==> config.mk <==
export PLATFORM = sky130hd
export DESIGN_NAME = gpcp_top
export DESIGN_NICKNAME = d
export VERILOG_FILES = /design/src/shared/gpcp_pkg.sv /design/src/rtl/gpcp_top.sv
export SDC_FILE = /design/constraint.sdc
export NUM_CORES = 1
export LEC_CHECK = 0
export ABC_AREA = 1
export BUFFER_PORTS_ARGS = -buffer_cell sky130_fd_sc_hd__buf_2
export CORE_MARGIN = 1.5
export CORE_UTILIZATION = 40
export CTS_CLUSTER_DIAMETER = 120
export DETAILED_ROUTE_END_ITERATION = 8
export GPL_ROUTABILITY_DRIVEN = 0
export PLACE_DENSITY = 0.65
export RECOVER_POWER = 50
export SLEW_MARGIN = 0
export SYNTH_ARGS = -nofsm -noshare
export SYNTH_HDL_FRONTEND = slang
export SYNTH_SLANG_ARGS = --single-unit
==> constraint.sdc <==
create_clock -name clk -period 4.4 [get_ports clk]
set_clock_uncertainty 0.15 [all_clocks]
set_input_delay 0 -clock clk [delete_from_list [all_inputs] [get_ports clk]]
set_output_delay 0 -clock clk [all_outputs]
set_load 0.02 [all_outputs]
==> src/shared/gpcp_pkg.sv <==
/*
 Constants, register map and state type of the gang programmer control
 port. Assumes a single clock domain and a word-wide register port.
*/
package gpcp_pkg;

    localparam int NUM_ENGINES = 4;
    localparam int CHANNELS_PER_ENGINE = 4;
    localparam int NUM_SITES = NUM_ENGINES * CHANNELS_PER_ENGINE;
    localparam int SCRIPT_BITS = 5;
    localparam int SITE_BITS = 2;
    localparam int ADDR_BITS = 8;
    localparam int DATA_BITS = 32;
    localparam int PIN_BITS = SCRIPT_BITS + SITE_BITS + NUM_ENGINES;
    localparam int IRQ_BITS = 2 * NUM_ENGINES;

    // Pin bundle layout: script, site, then the four start lines
    localparam int PIN_SCRIPT_LSB = 0;
    localparam int PIN_SITE_LSB = 5;
    localparam int PIN_GO_LSB = 7;
    // Start lines idle high, selects idle low
    localparam logic [10:0] PIN_SYNC_RESET = 11'h780;

    localparam logic [7:0] ADDR_STATUS = 8'h00;
    localparam logic [7:0] ADDR_IRQ_STAT = 8'h04;
    localparam logic [7:0] ADDR_IRQ_MASK = 8'h08;
    localparam logic [7:0] ADDR_SITE_RESULT = 8'h0c;
    localparam logic [7:0] ADDR_CONTROL = 8'h10;
    localparam logic [7:0] ADDR_SELECT = 8'h14;

    localparam int STAT_ACTIVE_LSB = 0;
    localparam int STAT_OK_LSB = 4;
    localparam int STAT_BAD_LSB = 8;
    localparam int IRQ_DONE_LSB = 0;
    localparam int IRQ_REFUSED_LSB = 4;
    localparam int RESULT_PASS_LSB = 0;
    localparam int RESULT_DONE_LSB = 16;
    localparam int SELECT_LANE_BITS = 8;

    localparam logic [3:0] CONTROL_RESET = 4'hf;
    localparam logic [7:0] IRQ_MASK_RESET = 8'h00;
    localparam logic [31:0] DATA_ZERO = 32'h0000_0000;

    typedef enum logic [1:0] {
        GPCP_IDLE,
        GPCP_RUN,
        GPCP_DONE
    } gpcp_state_t;

endpackage

==> src/rtl/gpcp_top.sv <==
/*
 Parallel control port of a four-engine gang programmer: pin inputs for
 script and site selection, active-low start, busy, pass and fail per
 module, a launch interface to the engines and a small register port.
 Assumes the engines report each site's end on the same clock, and that
 the host pins are asynchronous to clk.
*/
// The address-and-strobe port and the placing of the registers were chosen for this implementation.
module gpcp_top
    import gpcp_pkg::*;
#(
    parameter int ENGINES = NUM_ENGINES,
    parameter int CHANNELS = CHANNELS_PER_ENGINE
) (
    input wire logic clk,
    input wire logic rst,
    input wire logic script_index_bit0,
    input wire logic script_index_bit1,
    input wire logic script_index_bit2,
    input wire logic script_index_bit3,
    input wire logic script_index_bit4,
    input wire logic site_index_bit0,
    input wire logic site_index_bit1,
    input wire logic module1_go_n,
    input wire logic module2_go_n,
    input wire logic module3_go_n,
    input wire logic module4_go_n,
    output logic module1_active_n,
    output logic module1_ok_n,
    output logic module1_bad_n,
    output logic module2_active_n,
    output logic module2_ok_n,
    output logic module2_bad_n,
    output logic module3_active_n,
    output logic module3_ok_n,
    output logic module3_bad_n,
    output logic module4_active_n,
    output logic module4_ok_n,
    output logic module4_bad_n,
    output logic [ENGINES-1:0] eng_launch,
    output logic [ENGINES*SCRIPT_BITS-1:0] eng_script,
    output logic [ENGINES*CHANNELS-1:0] eng_site_mask,
    input wire logic [ENGINES*CHANNELS-1:0] eng_site_done,
    input wire logic [ENGINES*CHANNELS-1:0] eng_site_pass,
    input wire logic [ADDR_BITS-1:0] reg_addr,
    input wire logic [DATA_BITS-1:0] reg_wdata,
    input wire logic reg_wr,
    input wire logic reg_rd,
    output logic [DATA_BITS-1:0] reg_rdata,
    output logic irq
);

    localparam int SITES = ENGINES * CHANNELS;

    logic [PIN_BITS-1:0] pin_raw;
    logic [PIN_BITS-1:0] pin_meta_reg;
    logic [PIN_BITS-1:0] pin_sync_reg;
    logic [ENGINES-1:0] go_prev_reg;
    logic [ENGINES-1:0] go_sync;
    logic [ENGINES-1:0] go_fall;
    logic [SCRIPT_BITS-1:0] script_sync;
    logic [SITE_BITS-1:0] site_sync;
    logic [CHANNELS-1:0] mask_decoded;

    wire logic [ENGINES-1:0] active_n_w;
    wire logic [ENGINES-1:0] ok_n_w;
    wire logic [ENGINES-1:0] bad_n_w;
    wire logic [ENGINES-1:0] done_evt;
    wire logic [ENGINES-1:0] refused_evt;
    wire logic [SITES-1:0] site_pass_w;
    wire logic [SITES-1:0] site_done_w;
    wire logic [ENGINES*SELECT_LANE_BITS-1:0] select_w;

    logic [ENGINES-1:0] control_reg;
    logic [IRQ_BITS-1:0] irq_mask_reg;
    logic [IRQ_BITS-1:0] irq_stat_reg;
    logic [IRQ_BITS-1:0] irq_stat_next;
    logic [IRQ_BITS-1:0] irq_events;
    logic [IRQ_BITS-1:0] irq_clear;
    logic irq_reg;
    logic [DATA_BITS-1:0] rdata_reg;

    // Cumulative decode: index k puts channels 0..k in use
    function automatic logic [CHANNELS-1:0] site_decode(
        input logic [SITE_BITS-1:0] idx
    );
        logic [CHANNELS-1:0] m;
        m = '0;
        for (int c = 0; c < CHANNELS; c++) begin
            m[c] = (c <= int'(idx));
        end
        return m;
    endfunction

    assign pin_raw = {module4_go_n, module3_go_n, module2_go_n,
        module1_go_n, site_index_bit1, site_index_bit0,
        script_index_bit4, script_index_bit3, script_index_bit2,
        script_index_bit1, script_index_bit0};

    // Host pins are asynchronous; two stages before any use
    always_ff @(posedge clk) begin
        if (rst) begin
            pin_meta_reg <= PIN_SYNC_RESET;
            pin_sync_reg <= PIN_SYNC_RESET;
        end else begin
            pin_meta_reg <= pin_raw;
            pin_sync_reg <= pin_meta_reg;
        end
    end

    assign go_sync = pin_sync_reg[PIN_GO_LSB +: ENGINES];
    assign script_sync = pin_sync_reg[PIN_SCRIPT_LSB +: SCRIPT_BITS];
    assign site_sync = pin_sync_reg[PIN_SITE_LSB +: SITE_BITS];
    assign mask_decoded = site_decode(site_sync);

    // Edge, not level: a start held low does not relaunch
    always_ff @(posedge clk) begin
        if (rst) begin
            go_prev_reg <= '1;
        end else begin
            go_prev_reg <= go_sync;
        end
    end

    assign go_fall = go_prev_reg & ~go_sync;

    // One engine per module, each owning four adjacent sites
    for (genvar e = 0; e < ENGINES; e++) begin : g_engine
        gpcp_state_t state_reg;
        logic launch_reg;
        logic active_n_reg;
        logic ok_n_reg;
        logic bad_n_reg;
        logic [SCRIPT_BITS-1:0] script_reg;
        logic [SITE_BITS-1:0] site_reg;
        logic [CHANNELS-1:0] used_reg;
        logic [CHANNELS-1:0] seen_reg;
        logic [CHANNELS-1:0] pass_reg;
        logic [CHANNELS-1:0] done_in;
        logic [CHANNELS-1:0] pass_in;
        logic [CHANNELS-1:0] seen_now;
        logic [CHANNELS-1:0] pass_now;
        logic start_ok;
        logic finish;
        logic all_pass;

        assign done_in = eng_site_done[e*CHANNELS +: CHANNELS];
        assign pass_in = eng_site_pass[e*CHANNELS +: CHANNELS];
        assign seen_now = seen_reg | (done_in & used_reg);
        assign pass_now = pass_reg | (done_in & pass_in & used_reg);
        assign start_ok = go_fall[e] & control_reg[e]
            & (state_reg != GPCP_RUN);
        // Run ends once every site in use has reported
        assign finish = (state_reg == GPCP_RUN)
            & ((seen_now & used_reg) == used_reg);
        assign all_pass = ((pass_now & used_reg) == used_reg);

        always_ff @(posedge clk) begin
            if (rst) begin
                state_reg <= GPCP_IDLE;
            end else begin
                unique case (state_reg)
                    GPCP_IDLE: begin
                        if (start_ok) begin
                            state_reg <= GPCP_RUN;
                        end
                    end
                    GPCP_RUN: begin
                        if (finish) begin
                            state_reg <= GPCP_DONE;
                        end
                    end
                    GPCP_DONE: begin
                        if (start_ok) begin
                            state_reg <= GPCP_RUN;
                        end
                    end
                    default: begin
                        state_reg <= GPCP_IDLE;
                    end
                endcase
            end
        end

        // Selects captured at start; later pin changes do not matter
        always_ff @(posedge clk) begin
            if (rst) begin
                script_reg <= '0;
                site_reg <= '0;
                used_reg <= '0;
            end else if (start_ok) begin
                script_reg <= script_sync;
                site_reg <= site_sync;
                used_reg <= mask_decoded;
            end
        end

        always_ff @(posedge clk) begin
            if (rst) begin
                seen_reg <= '0;
                pass_reg <= '0;
            end else if (start_ok) begin
                seen_reg <= '0;
                pass_reg <= '0;
            end else if (state_reg == GPCP_RUN) begin
                seen_reg <= seen_now;
                pass_reg <= pass_now;
            end
        end

        always_ff @(posedge clk) begin
            if (rst) begin
                launch_reg <= 1'b0;
            end else begin
                launch_reg <= start_ok;
            end
        end

        // Outputs idle high; exactly one result held after a run
        always_ff @(posedge clk) begin
            if (rst) begin
                active_n_reg <= 1'b1;
                ok_n_reg <= 1'b1;
                bad_n_reg <= 1'b1;
            end else if (start_ok) begin
                active_n_reg <= 1'b0;
                ok_n_reg <= 1'b1;
                bad_n_reg <= 1'b1;
            end else if (finish) begin
                active_n_reg <= 1'b1;
                ok_n_reg <= ~all_pass;
                bad_n_reg <= all_pass;
            end
        end

        assign active_n_w[e] = active_n_reg;
        assign ok_n_w[e] = ok_n_reg;
        assign bad_n_w[e] = bad_n_reg;
        assign eng_launch[e] = launch_reg;
        assign eng_script[e*SCRIPT_BITS +: SCRIPT_BITS] = script_reg;
        assign eng_site_mask[e*CHANNELS +: CHANNELS] = used_reg;
        assign site_pass_w[e*CHANNELS +: CHANNELS] = pass_reg;
        assign site_done_w[e*CHANNELS +: CHANNELS] = seen_reg;
        assign done_evt[e] = finish;
        assign refused_evt[e] = go_fall[e] & ~start_ok;
        assign select_w[e*SELECT_LANE_BITS +: SELECT_LANE_BITS] =
            {{(SELECT_LANE_BITS-SCRIPT_BITS-SITE_BITS){1'b0}},
            site_reg, script_reg};
    end

    assign module1_active_n = active_n_w[0];
    assign module1_ok_n = ok_n_w[0];
    assign module1_bad_n = bad_n_w[0];
    assign module2_active_n = active_n_w[1];
    assign module2_ok_n = ok_n_w[1];
    assign module2_bad_n = bad_n_w[1];
    assign module3_active_n = active_n_w[2];
    assign module3_ok_n = ok_n_w[2];
    assign module3_bad_n = bad_n_w[2];
    assign module4_active_n = active_n_w[3];
    assign module4_ok_n = ok_n_w[3];
    assign module4_bad_n = bad_n_w[3];

    // Software control: per-engine start enable, interrupt mask
    always_ff @(posedge clk) begin
        if (rst) begin
            control_reg <= CONTROL_RESET;
            irq_mask_reg <= IRQ_MASK_RESET;
        end else if (reg_wr) begin
            if (reg_addr == ADDR_CONTROL) begin
                control_reg <= reg_wdata[ENGINES-1:0];
            end
            if (reg_addr == ADDR_IRQ_MASK) begin
                irq_mask_reg <= reg_wdata[IRQ_BITS-1:0];
            end
        end
    end

    // Sticky events; a set in the clearing cycle survives
    always_comb begin
        irq_events = '0;
        irq_events[IRQ_DONE_LSB +: ENGINES] = done_evt;
        irq_events[IRQ_REFUSED_LSB +: ENGINES] = refused_evt;
        irq_clear = '0;
        if (reg_wr && reg_addr == ADDR_IRQ_STAT) begin
            irq_clear = reg_wdata[IRQ_BITS-1:0];
        end
        irq_stat_next = (irq_stat_reg & ~irq_clear) | irq_events;
    end

    always_ff @(posedge clk) begin
        if (rst) begin
            irq_stat_reg <= '0;
            irq_reg <= 1'b0;
        end else begin
            irq_stat_reg <= irq_stat_next;
            irq_reg <= |(irq_stat_next & irq_mask_reg);
        end
    end

    assign irq = irq_reg;

    // Read data valid only in the cycle after the strobe
    always_ff @(posedge clk) begin
        if (rst) begin
            rdata_reg <= DATA_ZERO;
        end else if (reg_rd) begin
            rdata_reg <= DATA_ZERO;
            unique case (reg_addr)
                ADDR_STATUS: begin
                    rdata_reg[STAT_ACTIVE_LSB +: ENGINES] <= ~active_n_w;
                    rdata_reg[STAT_OK_LSB +: ENGINES] <= ~ok_n_w;
                    rdata_reg[STAT_BAD_LSB +: ENGINES] <= ~bad_n_w;
                end
                ADDR_IRQ_STAT: begin
                    rdata_reg[IRQ_BITS-1:0] <= irq_stat_reg;
                end
                ADDR_IRQ_MASK: begin
                    rdata_reg[IRQ_BITS-1:0] <= irq_mask_reg;
                end
                // Per-site detail lives here, never on the pins
                ADDR_SITE_RESULT: begin
                    rdata_reg[RESULT_PASS_LSB +: SITES] <= site_pass_w;
                    rdata_reg[RESULT_DONE_LSB +: SITES] <= site_done_w;
                end
                ADDR_CONTROL: begin
                    rdata_reg[ENGINES-1:0] <= control_reg;
                end
                ADDR_SELECT: begin
                    rdata_reg[ENGINES*SELECT_LANE_BITS-1:0] <= select_w;
                end
                default: begin
                    rdata_reg <= DATA_ZERO;
                end
            endcase
        end else begin
            rdata_reg <= DATA_ZERO;
        end
    end

    assign reg_rdata = rdata_reg;

endmodule

==> qor.csv <==
metric;value;unit
fin_ws;1089;ps
synth_edf_count;0;
design.die.area;17650;um^2
synth_cells;858;
ys_ff_latch;179;
multiInputGateArea;2532;um^2
cts_root_buf;clkbuf_16;
insertion_delay;430;ps
largest_reg_flops;32;
hold_start;reg_addr[4];
final_util;52.93;%
seq_area;3583;um^2
drv_cap;1;
placed_area;7592;um^2
drt_iter0_drc;560;
fp.dieW;132.8;um
dp_hpwl;13.91;mm
synth_cell_type_count;37;
antennaDiodeCount;0;
grt_max_degree;53;
io_pins;172;
wirelength;19.94;mm
cp.arrival;3510;ps
antenna_found_initial;0;
tritoncts;yes;
grtUsageTotal;22.80;%
p_leak;3.469;nW
synth.avg_cell_area;7.860;um^2
synth-main-ff-cell;dfxtp_1;
setup_viol;0;
clock.fmax;302.0;MHz
drc;0;
path_clk_slew;60;ps
preCtsSetupSlack;2051;ps
layout_min_cycle_time;3311;ps
syn-cell-area;6744;um^2
first_pass_iters;5;
crit_slowest_cell;clkbuf_1;
cts-buffers-inserted;17;
cp_max_fo;52;
whs_endpoint;reg_rdata[2]$_SDFF_PP0_;
rrSetupSlack;2270;ps
synth.largest_area_cell;dfxtp_1;
num_vias;6381;
placementRows;47;
reg2reg_depth;7;
max_slew_margin;-78.62;%
numPortBuffers;147;
drive_above_1_share;12.26;%
grt-ovfl-total;0;
grt_pass1_wl;31.21;mm
cp-start-kind;input pin;
worstMarginPinSlew;2679;ps
worstSetupEndpointType;flop;
core;16520;um^2
final_area;8746;um^2
post_cts_resize_count;0;
nNetsFinal;1151;
start_util;40.81;%
slew_viol_final;53;
cts_htree_levels;4;
rr_endpoint;module3_bad_n$_SDFFE_PP1P_;
peakVddDrop;0.3199;mV
area_delta_synth_final;29.68;%
final_cells;1297;
clk_path_buf_depth;2;
synthTopCellsByArea;dfxtp_1 53%, nand2_1 9.9%, inv_1 6.1%, a21oi_1 5.0%, nor2_1 4.4%;
hold_violations;0;
mostFrequentLayoutCells;179 x dfxtp_1, 177 x nand2_1, 111 x inv_1, 88 x clkbuf_1, 79 x nor2_1;
ys_seq_area_share;53.14;%
netlist.area_leader.share;53.14;%
rr_startpoint;g_engine[2].state_reg[0]$_SDFFE_PP0P_;
hold_path.class;input pin to flop;
tns;0;ps
rsz0062_at_grt;false;
via_per_inst;4.920;
syn-num-nets;945;
cpPeakStageDelay;1910;ps
path_cells;dlygate4sd3_1 -> clkbuf_1 -> clkbuf_1 -> nor2_2 -> inv_2 -> a21oi_1 -> o21ai_0;
violations;max-capacitance violations, max-slew violations;
fillers;1653;
required;4600;ps
yosys_warnings;0;
finalCritPeriodShare;75.25;%
power_per_cell_area;387.1;nW/um^2
avgRoutedWirePerCell;15.38;um
status;finished with violations;
die_y;132.8;um
final_common_cell;dfxtp_1;
setup.worst_path.start;rst;
worstSetupPathType;input pin to flop;
min_path_cells;6;
crit_top_cell;clkbuf_1;
grt_pass1_vias;5898;
async_reset_ff_share;0;%
ant_nets;0;
clock_sinks;179;
placed_cells;1197;
logic make-up (layout without fill, tap and decap cells):
kind of cell | count (synthesis) | count (layout) | share of synthesized area [%]
AOI/OAI and AO/OA | 173 | 173 | 14.34
DFF | 179 | 179 | 53.14
and+or+nand+nor | 357 | 357 | 23.21
buffers and inverters | 149 | 368 | 9.313
how the worst max path moves through the flow:
stage                                       to  slack, ps  depth (start not counted)
finish              module4_bad_n$_SDFFE_PP1P_       1090                          7
detailed placement     reg_rdata[2]$_SDFF_PP0_       2050                          8
CTS                    reg_rdata[2]$_SDFF_PP0_       1350                         10
floorplan                       irq$_SDFF_PP0_       2860                         11
global route        module4_bad_n$_SDFFE_PP1P_        690                          7
global placement       reg_rdata[2]$_SDFF_PP0_       2070                          8
worst max-delay path: cells and delay by family:
kind,cells,cell delay [ps]
buffers and inverters,4,2890
and+or+nand+nor,1,480
AOI/OAI and AO/OA,2,130
stage by stage:
step / power (W) / hold WS [ps]
after detailed placement: 0.001884 / 35.39
final: 0.003386 / 35.36
after floorplan: 0.001807 / -46.19
after CTS: 0.003413 / 6.465
after global routing: 0.003507 / 88.62
after global placement: 0.001882 / 32.72
layer usage:
layer  routed length [um]  GRT usage (%)  up-vias
met5                    0              0        -
met4                  573          7.814        0
met3                 1376          5.517       44
met2                 9020          36.60      238
met1                 8974          30.03     2901
li1                     -              -     3198
final cells by class:
| class | count | area share [%] |
|---|---|---|
| tap | 220 | 3.147 |
| multi-input combinational | 530 | 28.96 |
| sequential | 179 | 40.97 |
| clock inverter | 13 | 1.545 |
| inverter | 118 | 5.064 |
| timing repair buffer | 218 | 15.14 |
| clock buffer | 19 | 5.179 |
report_power, final:
part           switching (W)  leakage, nW  internal [W]  total, W
Combinational       0.000132         1.74     0.0000898  0.000222
Clock               0.000634        0.277      0.000863   0.00150
Sequential         0.0000180         1.45       0.00165   0.00167
cell usage after synthesis, types with 7 or more instances:
| library cell | number |
|---|---|
| buf_2 | 9 |
| inv_1 | 110 |
| nand3_1 | 50 |
| nand2_1 | 177 |
| clkbuf_1 | 9 |
| o22ai_1 | 20 |
| nand3b_1 | 7 |
| nor3_1 | 8 |
| a21oi_1 | 68 |
| inv_2 | 7 |
| o21ai_0 | 59 |
| dfxtp_1 | 179 |
| nor2_2 | 7 |
| or2_2 | 8 |
| nor2_1 | 79 |
| a31oi_1 | 7 |
| buf_4 | 9 |
timing repair:
action | CTS | global route
hold endpoints to repair | 84 | 0
hold buffers | 68 | 0
buffers inserted | 0 | 0
Note: power is estimated with default switching activity, not from simulation.
